**src/include/scmdi_regs.vh**
```
`ifndef SCMDI_REGS_VH
`define SCMDI_REGS_VH
// ----------------------------------------------------------------
// serial line timing
// ----------------------------------------------------------------
`define SCMDI_CLK_HZ 100000000
`define SCMDI_BAUD 9600
`define SCMDI_BIT_CYC (`SCMDI_CLK_HZ / `SCMDI_BAUD)
`define SCMDI_HALF_CYC (`SCMDI_BIT_CYC / 2)
`define SCMDI_DATA_BITS 8
// ----------------------------------------------------------------
// command codes
// ----------------------------------------------------------------
`define SCMDI_CMD_STATUS 8'hCC
`define SCMDI_CMD_PWR_ON 8'hCE
`define SCMDI_CMD_PWR_OFF 8'hCF
`define SCMDI_CMD_ONLINE 8'hEE
`define SCMDI_CMD_LOCAL 8'hEF
`define SCMDI_CMD_RESET 8'hFB
`define SCMDI_CMD_CONFIG 8'hFD
`define SCMDI_CR 8'h0D
`define SCMDI_POS_MAX 4'h9
// ----------------------------------------------------------------
// command byte fields
// ----------------------------------------------------------------
`define SCMDI_WHEEL_BIT 7
`define SCMDI_SPEED_HI 6
`define SCMDI_SPEED_LO 4
`define SCMDI_POS_HI 3
`define SCMDI_POS_LO 0
// ----------------------------------------------------------------
// configuration reply
// ----------------------------------------------------------------
`define SCMDI_CFG_LEN 4'hE
`define SCMDI_CFG_LAST 4'hD
`define SCMDI_CFG_CTRL_AT 4'h1
`define SCMDI_CFG_WHEEL_AT 4'h5
`define SCMDI_CFG_STEP_AT 4'h9
`endif

```
**src/rtl/scmdi_core.v**
```verilog
`timescale 1ns/1ps
// Overview of operation
// - config reply opens with echo 253
// - config reply is fourteen bytes long
// - config reply ends with carriage return
// - bit seven selects the wheel
// - bits six to four give speed
// - low nibble position, above nine not filter
// - specials only among non-filter byte patterns
// - echo every received byte immediately
// - send carriage return after completion
// - serial and usb behave the same
// - serial source at reset and on-line key
// - usb command selects usb, serial reverts
// - 9600 baud, 8N1, no flow control
// - only data lines, no handshake used
// - decode status, power, line, reset, config
// - local mode ignores all but on-line
`include "scmdi_regs.vh"
module scmdi_core #(
  parameter BIT_CYC = `SCMDI_BIT_CYC,
  parameter [31:0] CFG_CTRL_TXT = 32'h43545231, // arbitrary text
  parameter [31:0] CFG_WHEEL_TXT = 32'h57484C31, // arbitrary text
  parameter [31:0] CFG_STEP_TXT = 32'h53544531 // arbitrary text
) (
  input wire ref_clk,
  input wire rst_n,
  input wire ser_rxd,
  output reg ser_txd,
  input wire usb_rx_valid,
  input wire [7:0] usb_rx_data,
  input wire usb_tx_ready,
  output reg usb_tx_valid,
  output reg [7:0] usb_tx_data,
  input wire key_online,
  input wire key_local,
  input wire op_done,
  output reg src_usb,
  output reg local_mode,
  output reg filt_valid,
  output reg filt_wheel,
  output reg [2:0] filt_speed,
  output reg [3:0] filt_pos,
  output reg motor_power,
  output reg status_req,
  output reg reset_req,
  output reg busy
);
  // ----------------------------------------------------------------
  // serial receiver
  // ----------------------------------------------------------------
  localparam [2:0] RX_IDLE = 3'h1;
  localparam [2:0] RX_DATA = 3'h2;
  localparam [2:0] RX_STOP = 3'h4;
  // counters are 16 bits wide, so the cycle count is cut on purpose
  localparam [31:0] CYC_W = BIT_CYC;
  localparam [15:0] BIT_LAST = CYC_W[15:0] - 16'h0001;
  localparam [15:0] HALF = CYC_W[16:1];
  reg [2:0] rx_state;
  reg [15:0] rx_cnt;
  reg [2:0] rx_bit;
  reg [7:0] rx_shift;
  reg rx_strobe;
  reg [7:0] rx_byte;

  always @(posedge ref_clk or negedge rst_n) begin
    if (!rst_n) begin
      rx_state <= RX_IDLE;
      rx_cnt <= 16'h0000;
      rx_bit <= 3'h0;
      rx_shift <= 8'h00;
      rx_strobe <= 1'b0;
      rx_byte <= 8'h00;
    end else begin
      rx_strobe <= 1'b0;
      case (rx_state)
        RX_IDLE: begin
          // half bit wait confirms a real start edge
          if (!ser_rxd) begin
            if (rx_cnt == HALF) begin
              rx_cnt <= 16'h0000;
              rx_state <= RX_DATA; // bit count has wrapped back to zero
            end else begin
              rx_cnt <= rx_cnt + 16'h0001;
            end
          end else begin
            rx_cnt <= 16'h0000;
          end
        end
        RX_DATA: begin
          if (rx_cnt == BIT_LAST) begin
            rx_cnt <= 16'h0000;
            rx_shift <= {ser_rxd, rx_shift[7:1]}; // lsb first
            rx_bit <= rx_bit + 3'h1;
            if (rx_bit == 3'h7) begin
              rx_state <= RX_STOP;
            end
          end else begin
            rx_cnt <= rx_cnt + 16'h0001;
          end
        end
        RX_STOP: begin
          if (rx_cnt == BIT_LAST) begin
            rx_cnt <= 16'h0000;
            rx_state <= RX_IDLE;
            // framing error drops the byte silently
            if (ser_rxd) begin
              rx_strobe <= 1'b1;
              rx_byte <= rx_shift;
            end
          end else begin
            rx_cnt <= rx_cnt + 16'h0001;
          end
        end
        default: begin
          rx_state <= RX_IDLE;
        end
      endcase
    end
  end

  // ----------------------------------------------------------------
  // command decode
  // ----------------------------------------------------------------
  wire in_ser = rx_strobe;
  wire in_usb = usb_rx_valid & ~rx_strobe; // serial wins a same-cycle clash
  wire in_any = in_ser | in_usb;
  wire [7:0] in_byte = in_ser ? rx_byte : usb_rx_data;
  // nibble above nine not a filter
  wire is_filt = in_byte[`SCMDI_POS_HI:`SCMDI_POS_LO] <= `SCMDI_POS_MAX;
  wire is_online = ~is_filt & (in_byte == `SCMDI_CMD_ONLINE);
  wire is_spec = ~is_filt & ((in_byte == `SCMDI_CMD_STATUS) |
    (in_byte == `SCMDI_CMD_PWR_ON) | (in_byte == `SCMDI_CMD_PWR_OFF) |
    is_online | (in_byte == `SCMDI_CMD_LOCAL) |
    (in_byte == `SCMDI_CMD_RESET) | (in_byte == `SCMDI_CMD_CONFIG));
  wire act = in_any & (~local_mode | is_online);
  wire valid_cmd = act & (is_filt | is_spec);

  // ----------------------------------------------------------------
  // transmit queue: echo, then reply bytes, then carriage return
  // ----------------------------------------------------------------
  localparam [3:0] TS_IDLE = 4'h1;
  localparam [3:0] TS_CFG = 4'h2;
  localparam [3:0] TS_WAIT = 4'h4;
  localparam [3:0] TS_CR = 4'h8;
  reg [3:0] ts_state;
  reg [3:0] cfg_idx;
  reg echo_pend;
  reg [7:0] echo_byte;
  reg tx_busy;
  reg [15:0] tx_cnt;
  reg [3:0] tx_bit;
  reg [9:0] tx_frame;
  reg reply_usb;

  wire [95:0] cfg_txt = {CFG_CTRL_TXT, CFG_WHEEL_TXT, CFG_STEP_TXT};
  // text leaves most significant byte first, one byte per index step
  wire [95:0] cfg_shift = cfg_txt << {cfg_idx - `SCMDI_CFG_CTRL_AT, 3'h0};
  wire [7:0] cfg_byte = (cfg_idx == `SCMDI_CFG_LAST) ? `SCMDI_CR : cfg_shift[95:88];

  // one byte sender shared by both ports keeps the protocol identical
  wire tx_free = reply_usb ? ~usb_tx_valid : ~tx_busy;
  wire send_echo = echo_pend & tx_free;
  wire send_cfg = ~echo_pend & tx_free & (ts_state == TS_CFG);
  wire send_cr = ~echo_pend & tx_free & (ts_state == TS_CR);
  wire send = send_echo | send_cfg | send_cr;
  wire [7:0] send_byte = send_echo ? echo_byte : (send_cfg ? cfg_byte : `SCMDI_CR);

  always @(posedge ref_clk or negedge rst_n) begin
    if (!rst_n) begin
      echo_pend <= 1'b0;
      echo_byte <= 8'h00;
      reply_usb <= 1'b0;
    end else begin
      if (in_any) begin
        echo_pend <= 1'b1; // a newer byte overwrites, host waits per command
        echo_byte <= in_byte;
        reply_usb <= in_usb;
      end else if (send_echo) begin
        echo_pend <= 1'b0;
      end
    end
  end

  // reply sequencer
  always @(posedge ref_clk or negedge rst_n) begin
    if (!rst_n) begin
      ts_state <= TS_IDLE;
      cfg_idx <= 4'h0;
      busy <= 1'b0;
    end else begin
      case (ts_state)
        TS_IDLE: begin
          if (act & is_spec & (in_byte == `SCMDI_CMD_CONFIG)) begin
            cfg_idx <= `SCMDI_CFG_CTRL_AT;
            ts_state <= TS_CFG;
            busy <= 1'b1;
          end else if (valid_cmd) begin
            ts_state <= is_filt ? TS_WAIT : TS_CR;
            busy <= 1'b1;
          end
        end
        TS_CFG: begin
          if (send_cfg) begin
            cfg_idx <= cfg_idx + 4'h1;
            if (cfg_idx == `SCMDI_CFG_LAST) begin
              ts_state <= TS_IDLE;
              busy <= 1'b0;
            end
          end
        end
        TS_WAIT: begin
          // motion completes outside this block
          if (op_done) begin
            ts_state <= TS_CR;
          end
        end
        TS_CR: begin
          if (send_cr) begin
            ts_state <= TS_IDLE;
            busy <= 1'b0;
          end
        end
        default: begin
          ts_state <= TS_IDLE;
        end
      endcase
    end
  end

  // ----------------------------------------------------------------
  // byte transmitters
  // ----------------------------------------------------------------
  // 8N1 transmit framing
  always @(posedge ref_clk or negedge rst_n) begin
    if (!rst_n) begin
      tx_busy <= 1'b0;
      tx_cnt <= 16'h0000;
      tx_bit <= 4'h0;
      tx_frame <= 10'h3FF;
      ser_txd <= 1'b1;
      usb_tx_valid <= 1'b0;
      usb_tx_data <= 8'h00;
    end else begin
      if (usb_tx_valid & usb_tx_ready) begin
        usb_tx_valid <= 1'b0;
      end
      if (send & reply_usb) begin
        usb_tx_valid <= 1'b1;
        usb_tx_data <= send_byte;
      end
      if (send & ~reply_usb) begin
        tx_busy <= 1'b1;
        tx_frame <= {1'b1, send_byte, 1'b0};
        tx_cnt <= 16'h0000;
        tx_bit <= 4'h0;
        ser_txd <= 1'b0;
      end else if (tx_busy) begin
        if (tx_cnt == BIT_LAST) begin
          tx_cnt <= 16'h0000;
          tx_bit <= tx_bit + 4'h1;
          if (tx_bit == 4'h9) begin
            tx_busy <= 1'b0;
            ser_txd <= 1'b1;
          end else begin
            ser_txd <= tx_frame[tx_bit + 4'h1];
          end
        end else begin
          tx_cnt <= tx_cnt + 16'h0001;
        end
      end
    end
  end

  // ----------------------------------------------------------------
  // command effects and source tracking
  // ----------------------------------------------------------------
  always @(posedge ref_clk or negedge rst_n) begin
    if (!rst_n) begin
      src_usb <= 1'b0;
      local_mode <= 1'b0;
      filt_valid <= 1'b0;
      filt_wheel <= 1'b0;
      filt_speed <= 3'h0;
      filt_pos <= 4'h0;
      motor_power <= 1'b0;
      status_req <= 1'b0;
      reset_req <= 1'b0;
    end else begin
      filt_valid <= 1'b0;
      status_req <= 1'b0;
      reset_req <= 1'b0;
      if (key_online) begin
        src_usb <= 1'b0;
        local_mode <= 1'b0;
      end else if (key_local) begin
        local_mode <= 1'b1;
      end else if (valid_cmd) begin
        src_usb <= in_usb;
        if (is_filt) begin
          filt_valid <= 1'b1;
          filt_wheel <= in_byte[`SCMDI_WHEEL_BIT];
          filt_speed <= in_byte[`SCMDI_SPEED_HI:`SCMDI_SPEED_LO];
          filt_pos <= in_byte[`SCMDI_POS_HI:`SCMDI_POS_LO];
        end else begin
          case (in_byte)
            `SCMDI_CMD_STATUS: status_req <= 1'b1;
            `SCMDI_CMD_PWR_ON: motor_power <= 1'b1;
            `SCMDI_CMD_PWR_OFF: motor_power <= 1'b0;
            `SCMDI_CMD_ONLINE: local_mode <= 1'b0;
            `SCMDI_CMD_LOCAL: local_mode <= 1'b1;
            `SCMDI_CMD_RESET: reset_req <= 1'b1;
            default: status_req <= 1'b0;
          endcase
        end
      end
    end
  end

endmodule

```
**config.mk**
```make
export PLATFORM = sky130hd
export DESIGN_NAME = scmdi_core
export DESIGN_NICKNAME = d
export VERILOG_FILES = /design/src/rtl/scmdi_core.v
export VERILOG_INCLUDE_DIRS = /design/src /design/src/include
export SDC_FILE = /design/constraint.sdc
export NUM_CORES = 1
export LEC_CHECK = 0
export BUFFER_PORTS_ARGS = -buffer_cell sky130_fd_sc_hd__buf_2
export CAP_MARGIN = 20
export CORE_UTILIZATION = 50
export CTS_CLUSTER_DIAMETER = 40
export DETAILED_ROUTE_END_ITERATION = 6
export PLACE_DENSITY = 0.74
export SLEW_MARGIN = 10
export SYNTH_ARGS = -nofsm -noshare
export SYNTH_HDL_FRONTEND = slang
export SYNTH_SLANG_ARGS = --single-unit
```
**constraint.sdc**
```tcl
create_clock -name ref_clk -period 6.45 [get_ports ref_clk]
set_input_delay 0.3225 -clock ref_clk [delete_from_list [all_inputs] [get_ports ref_clk]]
set_output_delay 0.3225 -clock ref_clk [all_outputs]
set_load 0.1 [all_outputs]
```
==> summary.txt, run 1 <==
Worst setup path
  • Critical Path Start Type: flop
  • Crit-path max FO: 36
  • Crit path DAT: between 3 and 4 ns
  • Worst stage delay on the critical path: about 0.95 ns
  • Crit Path Class: flop to flop
  • CP Cell Sequence: mux2i_1, a21oi_2, a31oi_4, nor4_4, mux2_2
  • Worst Path Required: about 6.7 ns
  • CP Capture Type: flop
  • Slowest cell on crit path: dfrtp_1

Yosys
  • Synth top cells by count: dfrtp_1, nor2_1, o21ai_0, nand2_1, mux2_2
  • Asr flop ratio synth: 100%
  • Synth top area share: 40.7%
  • Top FF cell, synth: dfrtp_1
  • Warnings, synthesis: 0
  • Cells after synthesis: 614
  • Count of flip-flops with a built-in enable after synthesis: 0
  • Syn Nets: 646
  • Synthesized area: 0.00615 mm^2
  • Synthesized flop and latch total: 112
  • Synth area leaders: dfrtp_1, mux2_2, dfstp_2, o21ai_0, ha_1
  • Most common cell in the netlist: dfrtp_1
  • Post-Syn Area per Cell: 10.0 um^2
  • Cell taking the most area after synthesis: dfrtp_1
  • Netlist cell types: 69
  • Part of the Yosys area used for sequential elements: between 40% and 50%

Place
  • GPL Wtd Cong: just under 0.9
  • Post-DP HPWL: approximately 9700 um
  • Dpl cells: 782
  • Port bufs: 40

Route
  • Via count: 4686
  • Final wirelength: about 13000 um
  • Starting DRC count in detailed routing: around 270
  • Post-route ant nets: 0
  • Drc violations: 0
  • Average vias per placed instance: 5.85
  • Wirelength per Cell: around 16 um
  • First-pass iteration count of the detailed router: 5

Global route
  • Vias in the first global route: about 4600
  • First-pass GRT wire length: approximately 23000 um
  • Largest net degree at the start of global routing: 83
  • Grt total ovfl: 0
  • Gr usage total: ~22%
  • Initial antenna violation count: 1

Floorplanning
  • Die X: ~110 um
  • Rows: 40
  • I/O Pins: ~40
  • Die height: roughly 110 um
  • Die area: 0.0127 mm^2
  • Starting Density: 51.2%
  • Core Area: around 0.012 mm^2

Clock network
  • CTS tree: built
  • Clock transition at the registers of the reported paths: roughly 0.07 ns
  • Post-CTS Setup Repair Bufs: 0
  • Resized cells post-CTS: 0
  • TritonCTS Sinks: between 100 and 150
  • CTS Buf Count: 9
  • Hold Buf Count CTS: 1
  • Root Driver: clkbuf_16
  • H-tree depth: 3
  • Worst-Skew Late Latency: about 0.36 ns
  • Longest Clk Path Bufs: 2

STA
  • Least-Margin Pin Slew: a little over 0.9 ns
  • Final period utilization: 46.9%
  • F_max: between 300 and 400 MHz
  • Final Hold Fails: 0
  • Slew Limit Headroom: just under 40%
  • Slew Viols, Final: 0
  • Clock skew: ~0.014 ns
  • Final critical-path required period: 3.02 ns
  • RSZ-0062 raised after global routing: false
  • Endpoints failing setup: 0
  • Setup TNS: 0 ns

Final layout
  • Nets: 680
  • Final non-filler cell total: approximately 800
  • Core Util, Final: 56.7%
  • FILL cells: roughly 1000
  • Layout cell share with drive strength beyond 1: 19.6%
  • Synthesis-to-finish area growth: 10.7%

Power and ir drop
  • Clock Power Share: between 20 and 30%
  • Switching power share of the total: between 30% and 40%
  • Pwr dens: between 200 and 300 mW/mm^2
  • Pint: about 1.2 mW
  • Leak: roughly 2.9 nW
  • Worst VDD drop: between 0.2 and 0.3 mV
  • Share of power burned in registers: about 42%
  • Net Switching: 0.790 mW
  • Comb pwr share: 29.7%

Min path
  • Hold WC Path Type: input port to flop

Run
  • Max cap viols: 0

Outcome
  • Status: finished clean
[final timing paths]
kind | cells past startpoint | to | slack, ns | startpoint
worst max-delay path | 5 | filt_pos[0]$_DFFE_PN0P_ | 3.43 | in_ser$_DFF_PN0_
worst min-delay path | 3 | usb_tx_valid$_DFFE_PN0P_ | 0.23 | usb_tx_ready
worst max register to register | 5 | filt_pos[0]$_DFFE_PN0P_ | 3.43 | in_ser$_DFF_PN0_
worst min register to register | 2 | tx_frame[8]$_DFFE_PN1P_ | 0.48 | tx_frame[8]$_DFFE_PN1P_
max in group asynchronous | 4 | rx_state[0]$_DFFE_PN1P_ | 4.97 | rst_n
min in group asynchronous | 2 | usb_tx_data[5]$_DFFE_PN0P_ | 0.43 | rst_n
[metal layers]
layer | part of all wire, % | up-vias | routed length, um | GRT usage (%)
met1 | 47 | 2271 | 6200 | 29.2
met5 | 0 | - | 0 | 0
met4 | 1.6 | 0 | 213 | 6.32
li1 | - | 2302 | - | -
met3 | 3.2 | 18 | 428 | 5.30
met2 | 48 | 95 | 6350 | 36.7
[registers in the layout (all words and copies together), names as in the netlist, 8 cells and up]
signal / count
rx_byte: 8
usb_tx_data: 8
tx_frame: 9
rx_shift: 8
echo_byte: 8
rx_cnt: 16
tx_cnt: 16
[power by group through the flow]
stage               combinational (mW)  sequential [mW]  clock (mW)
finish                           0.604            0.858       0.572
global route                     0.645            0.872       0.610
CTS                              0.606            0.858       0.590
detailed placement               0.603            0.870           0
global placement                 0.594            0.867           0
floorplan                        0.212             1.12           0
[cell families after synthesis]
group	count (synthesis)	share of synthesized area, %
muxes	59	10.8
xor gates and xnor gates	20	2.85
adders and majority gates	16	3.26
DFF	112	45.8
buffers and inverters	51	3.28
AOI/OAI and AO/OA	132	13.9
and+or+nand+nor	224	20.1
[placed cells by master (no fill, tap or decap), types with 11 or more instances in the layout]
cell type  synthesis  final
dfrtp_1          100    100
nor2_1            49     49
o21ai_0           45     45
nand2_1           44     44
buf_2              2     39
mux2_2            37     37
inv_1             29     29
nand3_1           28     28
a21oi_1           28     28
mux2i_1           20     20
ha_1              16     16
xnor2_1           15     15
nand4_1           13     13
dfstp_2           12     12
nor3_1            11     11
[critical path: cells and delay by family (launching register included)]
| kind | cells | cell delay [ns] |
|---|---|---|
| flops | 1 | 0.95 |
| mux | 2 | 0.82 |
| compound gates | 2 | 0.63 |
| simple gates | 1 | 0.50 |
[through the flow]
| step | hold slack, ns | instance area (um^2) | setup slack, ns | power [mW] |
|---|---|---|---|---|
| 4_1_cts | 0.216 | 6780 | 3.40 | 2.05 |
| 3_5_place_dp | 0.279 | 6460 | 3.42 | 1.47 |
| 6_report | 0.230 | 6810 | 3.43 | 2.03 |
| 2_1_floorplan | 0.0269 | 6150 | 4.11 | 1.34 |
| 3_3_place_gp | 0.277 | 6460 | 3.48 | 1.46 |
| 5_1_grt | 0.229 | 6810 | 3.09 | 2.13 |
[final cells by class]
cell class                 count  area (um^2)  area share [%]
multi-input combinational    451         3130            46.0
sequential                   112         2820            41.4
timing repair buffer          45          263            3.86
clock buffer                  10          229            3.36
tap                          147          184            2.70
inverter                      29          109            1.60
clock inverter                 6         73.8            1.08
antenna                        1         2.50          0.0368
Power figures use the tool's default switching activity.
==> run 2: changes to the inputs <==
==> constraint.sdc (replaced) <==
create_clock -name ref_clk -period 2.8 [get_ports ref_clk]
set_input_delay 0.14 -clock ref_clk [delete_from_list [all_inputs] [get_ports ref_clk]]
set_output_delay 0.14 -clock ref_clk [all_outputs]
set_load 0.1 [all_outputs]
==> summary.txt, run 2 (same netlist as run 1, synthesis figures left out) <==
Outcome
  • Status: finished clean

STA
  • Hold slack: 0.0363 ns (-0.193 ns)
  • Least-Margin Pin Slew: 0.950 ns (+0.0339 ns)
  • Clock skew: 0.00783 ns (-0.00594 ns)
  • Slew Limit Headroom: 36.1% (-2.8 points)
  • F_max: 403 MHz (+22%)
  • Endpoints failing setup: 0 (unchanged)
  • Setup TNS: 0 ns (unchanged)
  • Setup slack after layout: 0.318 ns (-3.11 ns)
  • Final critical-path required period: 2.48 ns (-0.542 ns)
  • RSZ-0062 raised after global routing: false
  • Slew Viols, Final: 0 (unchanged)
  • Final period utilization: 88.6% (+42 points)
  • Final Hold Fails: 0 (unchanged)

Worst setup path
  • Worst Path Required: 3.04 ns (-3.65 ns)
  • Crit Path Class: flop to flop
  • R2R setup slack: 0.32 ns (-3.11 ns)
  • CP delay by family, top: simple AND/OR/NAND/NOR gates
  • Crit-path max FO: 9 (-75%)
  • Worst stage delay on the critical path: 0.64 ns (-0.31 ns)
  • CP Cell Sequence: nor4_1, nand4_1, nor3_2, mux2_2
  • Reg2reg end: rx_byte[2]$_DFFE_PN0P_
  • Crit path DAT: 2.72 ns (-0.55 ns)
  • Buf/Inv on CP: 0 (unchanged)
  • Reg2Reg Depth: 4 (-1)
  • CP Capture Type: flop
  • Slowest cell on crit path: nor3_2
  • Critical Path Start Type: flop
  • Reg2reg start: rx_cnt[14]$_DFFE_PN0P_

Clock network
  • Resized cells post-CTS: 0 (unchanged)
  • Clock transition at the registers of the reported paths: 0.07 ns (about the same)
  • Longest Clk Path Bufs: 2 (unchanged)
  • H-tree depth: 3 (unchanged)
  • CTS Buf Count: 9 (unchanged)
  • TritonCTS Sinks: 112 (unchanged)
  • Hold Buf Count CTS: 1 (unchanged)
  • Root Driver: clkbuf_16
  • CTS tree: built
  • Post-CTS Setup Repair Bufs: 0 (unchanged)
  • Worst-Skew Late Latency: 0.36 ns (about the same)

Floorplanning
  • Die height: 113 um (unchanged)
  • Starting Density: 51.2% (unchanged)
  • Die area: 0.0127 mm^2 (unchanged)
  • Core Area: 0.0120 mm^2 (unchanged)
  • I/O Pins: 41 (unchanged)
  • Rows: 40 (unchanged)
  • Die X: 113 um (unchanged)

Final layout
  • Most common cell after layout, fill and taps aside: dfrtp_1
  • Core Util, Final: 56.8% (+0.16 points)
  • Nets: 684 (+0.59%)
  • Multi-input logic area: 0.00313 mm^2 (unchanged)
  • Largest registers: rx_cnt: 16 flops, tx_cnt: 16 flops, tx_frame: 9 flops
  • Synthesis-to-finish area growth: 11.0%
  • Most frequent cells in the layout: dfrtp_1, nor2_1, o21ai_0
  • Fin area: 0.00683 mm^2 (+0.28%)
  • FILL cells: 1060 (+2.6%)
  • Register Area: 0.00282 mm^2 (unchanged)
  • Final non-filler cell total: 805 (+0.50%)
  • Layout cell share with drive strength beyond 1: 20.1% (+0.49 points)

Min path
  • Worst Hold Path EP: local_mode$_DFFE_PN0P_
  • Hold WC Path Type: input port to flop
  • Hold depth: 2 (-1)
  • Worst hold start: key_online

Run
  • Max cap viols: 0 (unchanged)

Route
  • Wirelength per Cell: 16.5 um (+0.15%)
  • Post-route ant nets: 0 (unchanged)
  • Final wirelength: 13300 um (+0.65%)
  • Starting DRC count in detailed routing: 395 (+48%)
  • Average vias per placed instance: 5.99 (+2.4%)
  • Via count: 4823 (+2.9%)
  • First-pass iteration count of the detailed router: 5 (unchanged)
  • Drc violations: 0 (unchanged)

Power and ir drop
  • Worst VDD drop: 0.805 mV (+180%)
  • Pwr Total: 4.66 mW (+130%)
  • Leak: 2.94 nW (+0.57%)
  • Pwr dens: 682 mW/mm^2 (+130%)

Global route
  • Initial antenna violation count: 1 (unchanged)
  • Grt total ovfl: 0 (unchanged)
  • Largest net degree at the start of global routing: 60 (-28%)
  • First-pass GRT wire length: 22400 um (-0.37%)
  • Vias in the first global route: 4629 (-0.41%)
  • Gr usage total: 22.4% (+0.23 points)

Place
  • Dpl cells: 787 (+0.64%)
  • Placed cell areas: 0.00652 mm^2 (+0.77%)
  • Post-DP HPWL: 9690 um (about the same)
  • Port bufs: 40 (unchanged)
  • GPL Wtd Cong: 0.905 (+2.7%)
  • Worst slack, placed: 0.389 ns (-3.03 ns)
-- run 2: cell count changes in the layout (fill, tap and decap cells not counted), sizes merged --
cell / before / now
buf: 44 / 48
inv: 33 / 29
clkinv: 1 / 5
-- run 2: routing by layer --
metal	share of wire (%)	GRT usage (%)	vias up
met5	0	0	-
met4	2.0	8.07	0
met3	4.1	4.87	23
met2	48	36.8	116
met1	46	29.4	2372
li1	-	-	2312
-- run 2: power breakdown --
part / switching (mW) / internal [mW]
clock network: 0.586 / 0.699
registers: 0.171 / 1.81
logic: 1.05 / 0.346
-- run 2: worst max-delay path by stage --
| stage | startpoint | end | slack, ns | depth (start not counted) |
|---|---|---|---|---|
| CTS | rx_cnt[14]$_DFFE_PN0P_ | rx_byte[7]$_DFFE_PN0P_ | 0.38 | 4 |
| global placement | rx_cnt[14]$_DFFE_PN0P_ | rx_byte[1]$_DFFE_PN0P_ | 0.50 | 4 |
| floorplan | usb_tx_valid$_DFFE_PN0P_ | usb_tx_data[2]$_DFFE_PN0P_ | 0.46 | 6 |
| finish | rx_cnt[14]$_DFFE_PN0P_ | rx_byte[2]$_DFFE_PN0P_ | 0.32 | 4 |
| global route | rx_cnt[14]$_DFFE_PN0P_ | rx_byte[1]$_DFFE_PN0P_ | 0.14 | 4 |
| detailed placement | rx_cnt[14]$_DFFE_PN0P_ | rx_byte[7]$_DFFE_PN0P_ | 0.39 | 4 |
-- run 2: cell type report --
cell class	instances	share of cell area (%)
well taps	147	2.69
clock buffers	10	3.35
repair buffers	49	4.18
diodes	1	0.0367
flip-flops and latches	112	41.3
multi-input cells	451	45.8
clock inverters	6	1.03
inverters	29	1.59
==> run 3: changes to the inputs <==
--- a/config.mk
+++ b/config.mk
@@ -8,10 +8,13 @@
 export LEC_CHECK = 0
 export BUFFER_PORTS_ARGS = -buffer_cell sky130_fd_sc_hd__buf_2
 export CAP_MARGIN = 20
-export CORE_UTILIZATION = 50
+export CELL_PAD_IN_SITES_DETAIL_PLACEMENT = 0
+export CELL_PAD_IN_SITES_GLOBAL_PLACEMENT = 1
+export CORE_UTILIZATION = 48
 export CTS_CLUSTER_DIAMETER = 40
 export DETAILED_ROUTE_END_ITERATION = 6
-export PLACE_DENSITY = 0.74
+export GPL_TIMING_DRIVEN = 0
+export PLACE_DENSITY = 0.86
 export SLEW_MARGIN = 10
 export SYNTH_ARGS = -nofsm -noshare
 export SYNTH_HDL_FRONTEND = slang
==> summary.txt, run 3 (same netlist as run 1, synthesis figures left out) <==
Outcome
  • Status: finished clean

Final layout
  • FILL cells: 1098 (+3.6%)
  • Antenna diode count: 0 (-1)
  • Layout cell share with drive strength beyond 1: 18.9% (-1.2 points)
  • Nets: 698 (+2.0%)
  • Synthesis-to-finish area growth: 12.0%
  • Most common cell after layout, fill and taps aside: dfrtp_1
  • Largest registers: rx_cnt: 16 flops, tx_cnt: 16 flops, tx_frame: 9 flops
  • Most frequent cells in the layout: dfrtp_1, nor2_1, o21ai_0
  • Final non-filler cell total: 839 (+4.2%)

Min path
  • Hold WC Path Type: input port to flop

Place
  • Port bufs: 39 (-2.5%)
  • Post-DP HPWL: 9870 um (+1.9%)
  • GPL Wtd Cong: 0.864 (-4.6%)
  • Dpl cells: 822 (+4.4%)

Worst setup path
  • Crit Path Class: flop to flop
  • Critical Path Start Type: flop
  • Crit-path max FO: 9 (unchanged)
  • Worst Path Required: 3.04 ns (about the same)
  • Crit path DAT: 2.86 ns (+0.14 ns)
  • CP Capture Type: flop

Global route
  • Grt total ovfl: 0 (unchanged)
  • Initial antenna violation count: 0 (-1)
  • Vias in the first global route: 4744 (+2.5%)
  • First-pass GRT wire length: 22700 um (+1.4%)
  • Largest net degree at the start of global routing: 72 (+20%)
  • Gr usage total: 21.9% (-0.56 points)

STA
  • Endpoints failing setup: 0 (unchanged)
  • Final critical-path required period: 2.63 ns (+0.144 ns)
  • Slew Viols, Final: 0 (unchanged)
  • Final period utilization: 93.8% (+5.1 points)
  • Setup TNS: 0 ns (unchanged)
  • Final Hold Fails: 0 (unchanged)
  • Clock skew: 0.0105 ns (+0.00267 ns)
  • F_max: 381 MHz (-5.5%)
  • RSZ-0062 raised after global routing: false
  • Least-Margin Pin Slew: 0.899 ns (-0.0508 ns)
  • Slew Limit Headroom: 39.5% (+3.4 points)

Route
  • Average vias per placed instance: 5.74 (-4.2%)
  • Wirelength per Cell: 16.0 um (-3.1%)
  • Via count: 4816 (-0.15%)
  • Starting DRC count in detailed routing: 285 (-28%)
  • First-pass iteration count of the detailed router: 5 (unchanged)
  • Final wirelength: 13400 um (+0.96%)
  • Drc violations: 0 (unchanged)
  • Post-route ant nets: 0 (unchanged)

Floorplanning
  • Starting Density: 50.1% (-1.0 points)
  • I/O Pins: 41 (unchanged)
  • Core Area: 0.0123 mm^2 (+2.1%)
  • Die X: 115 um (+2.0%)
  • Rows: 40 (unchanged)
  • Die area: 0.0133 mm^2 (+4.1%)
  • Die height: 115 um (+2.0%)

Clock network
  • Post-CTS Setup Repair Bufs: 0 (unchanged)
  • Clock transition at the registers of the reported paths: 0.07 ns (about the same)
  • Longest Clk Path Bufs: 2 (unchanged)
  • CTS tree: built
  • TritonCTS Sinks: 112 (unchanged)
  • CTS Buf Count: 9 (unchanged)
  • Worst-Skew Late Latency: 0.36 ns (about the same)
  • Root Driver: clkbuf_16
  • H-tree depth: 3 (unchanged)

Run
  • Max cap viols: 0 (unchanged)

Power and ir drop
  • Worst VDD drop: 0.484 mV (-40%)
  • Leak: 2.93 nW (-0.36%)
  • Pwr dens: 672 mW/mm^2 (-1.4%)
-- run 3: changes by cell type in the layout (fill, tap and decap cells not counted), sizes merged --
| cell | before | now |
|---|---|---|
| clkbuf | 10 | 28 |
| clkinv | 5 | 1 |
| clkinvlp | 0 | 3 |
| diode | 1 | 0 |
| buf | 48 | 45 |
-- run 3: routing by layer --
layer  vias to the layer above  wire [um]  track usage, %
met2                       112       6430            36.2
met5                         -          0               0
li1                       2337          -               -
met4                         0        150            5.28
met1                      2352       6320            29.0
met3                        15        502            5.17
-- run 3: report_power, final --
| group | leakage, nW | total (mW) | internal [mW] | switching [mW] |
|---|---|---|---|---|
| logic | 1.41 | 1.40 | 0.342 | 1.05 |
| clock network | 0.132 | 1.27 | 0.693 | 0.574 |
| registers | 1.39 | 1.97 | 1.81 | 0.158 |
| total | 2.93 | 4.63 | 2.84 | 1.79 |
-- run 3: through the flow --
step	setup WS [ns]	instance area, um^2	utilization [%]	power, mW	hold slack, ns
2_1_floorplan	0.457	6150	-	3.08	-0.156
3_3_place_gp	0.283	6550	53.4	3.36	0.396
3_5_place_dp	0.218	6590	53.7	3.40	0.0850
4_1_cts	0.207	6890	56.2	4.68	0.0219
5_1_grt	0.0751	6890	56.2	4.84	0.0306
6_report	0.174	6890	56.2	4.63	0.0300
-- run 3: critical path, cell delays in order, from the launching register on --
cell and delay [ns]:
dfrtp_1 0.41, nor4_1 0.52, nand4_1 0.47, nor3_2 0.70, mux2_2 0.41
-- run 3: worst paths after layout --
path                                         from                          to  slack (ns)  depth (start not counted)
min in group asynchronous                   rst_n  usb_tx_data[6]$_DFFE_PN0P_        0.28                          2
max reg2reg                rx_cnt[14]$_DFFE_PN0P_      rx_byte[0]$_DFFE_PN0P_        0.17                          4
max in group asynchronous                   rst_n     rx_state[0]$_DFFE_PN1P_        1.83                          3
min                                    key_online      local_mode$_DFFE_PN0P_        0.03                          2
max                        rx_cnt[14]$_DFFE_PN0P_      rx_byte[0]$_DFFE_PN0P_        0.17                          4
min reg2reg                   ser_txd$_DFFE_PN1P_         ser_txd$_DFFE_PN1P_        0.47                          2
-- run 3: timing repair --
item,4_1_cts,5_1_grt
setup endpoints to repair,0,1
hold buffers,1,0
endpoints found under the hold margin,39,0
gates resized for setup,0,2
-- run 3: layout make-up --
cell class,instances,area [um^2],share of cell area [%]
clock inverter,5,57.6,0.835
buffer,22,93.8,1.36
sequential,112,2820,40.9
inverter,29,109,1.58
tap,168,210,3.05
timing repair buffer,41,239,3.47
multi-input combinational,451,3130,45.4
clock buffer,11,233,3.38
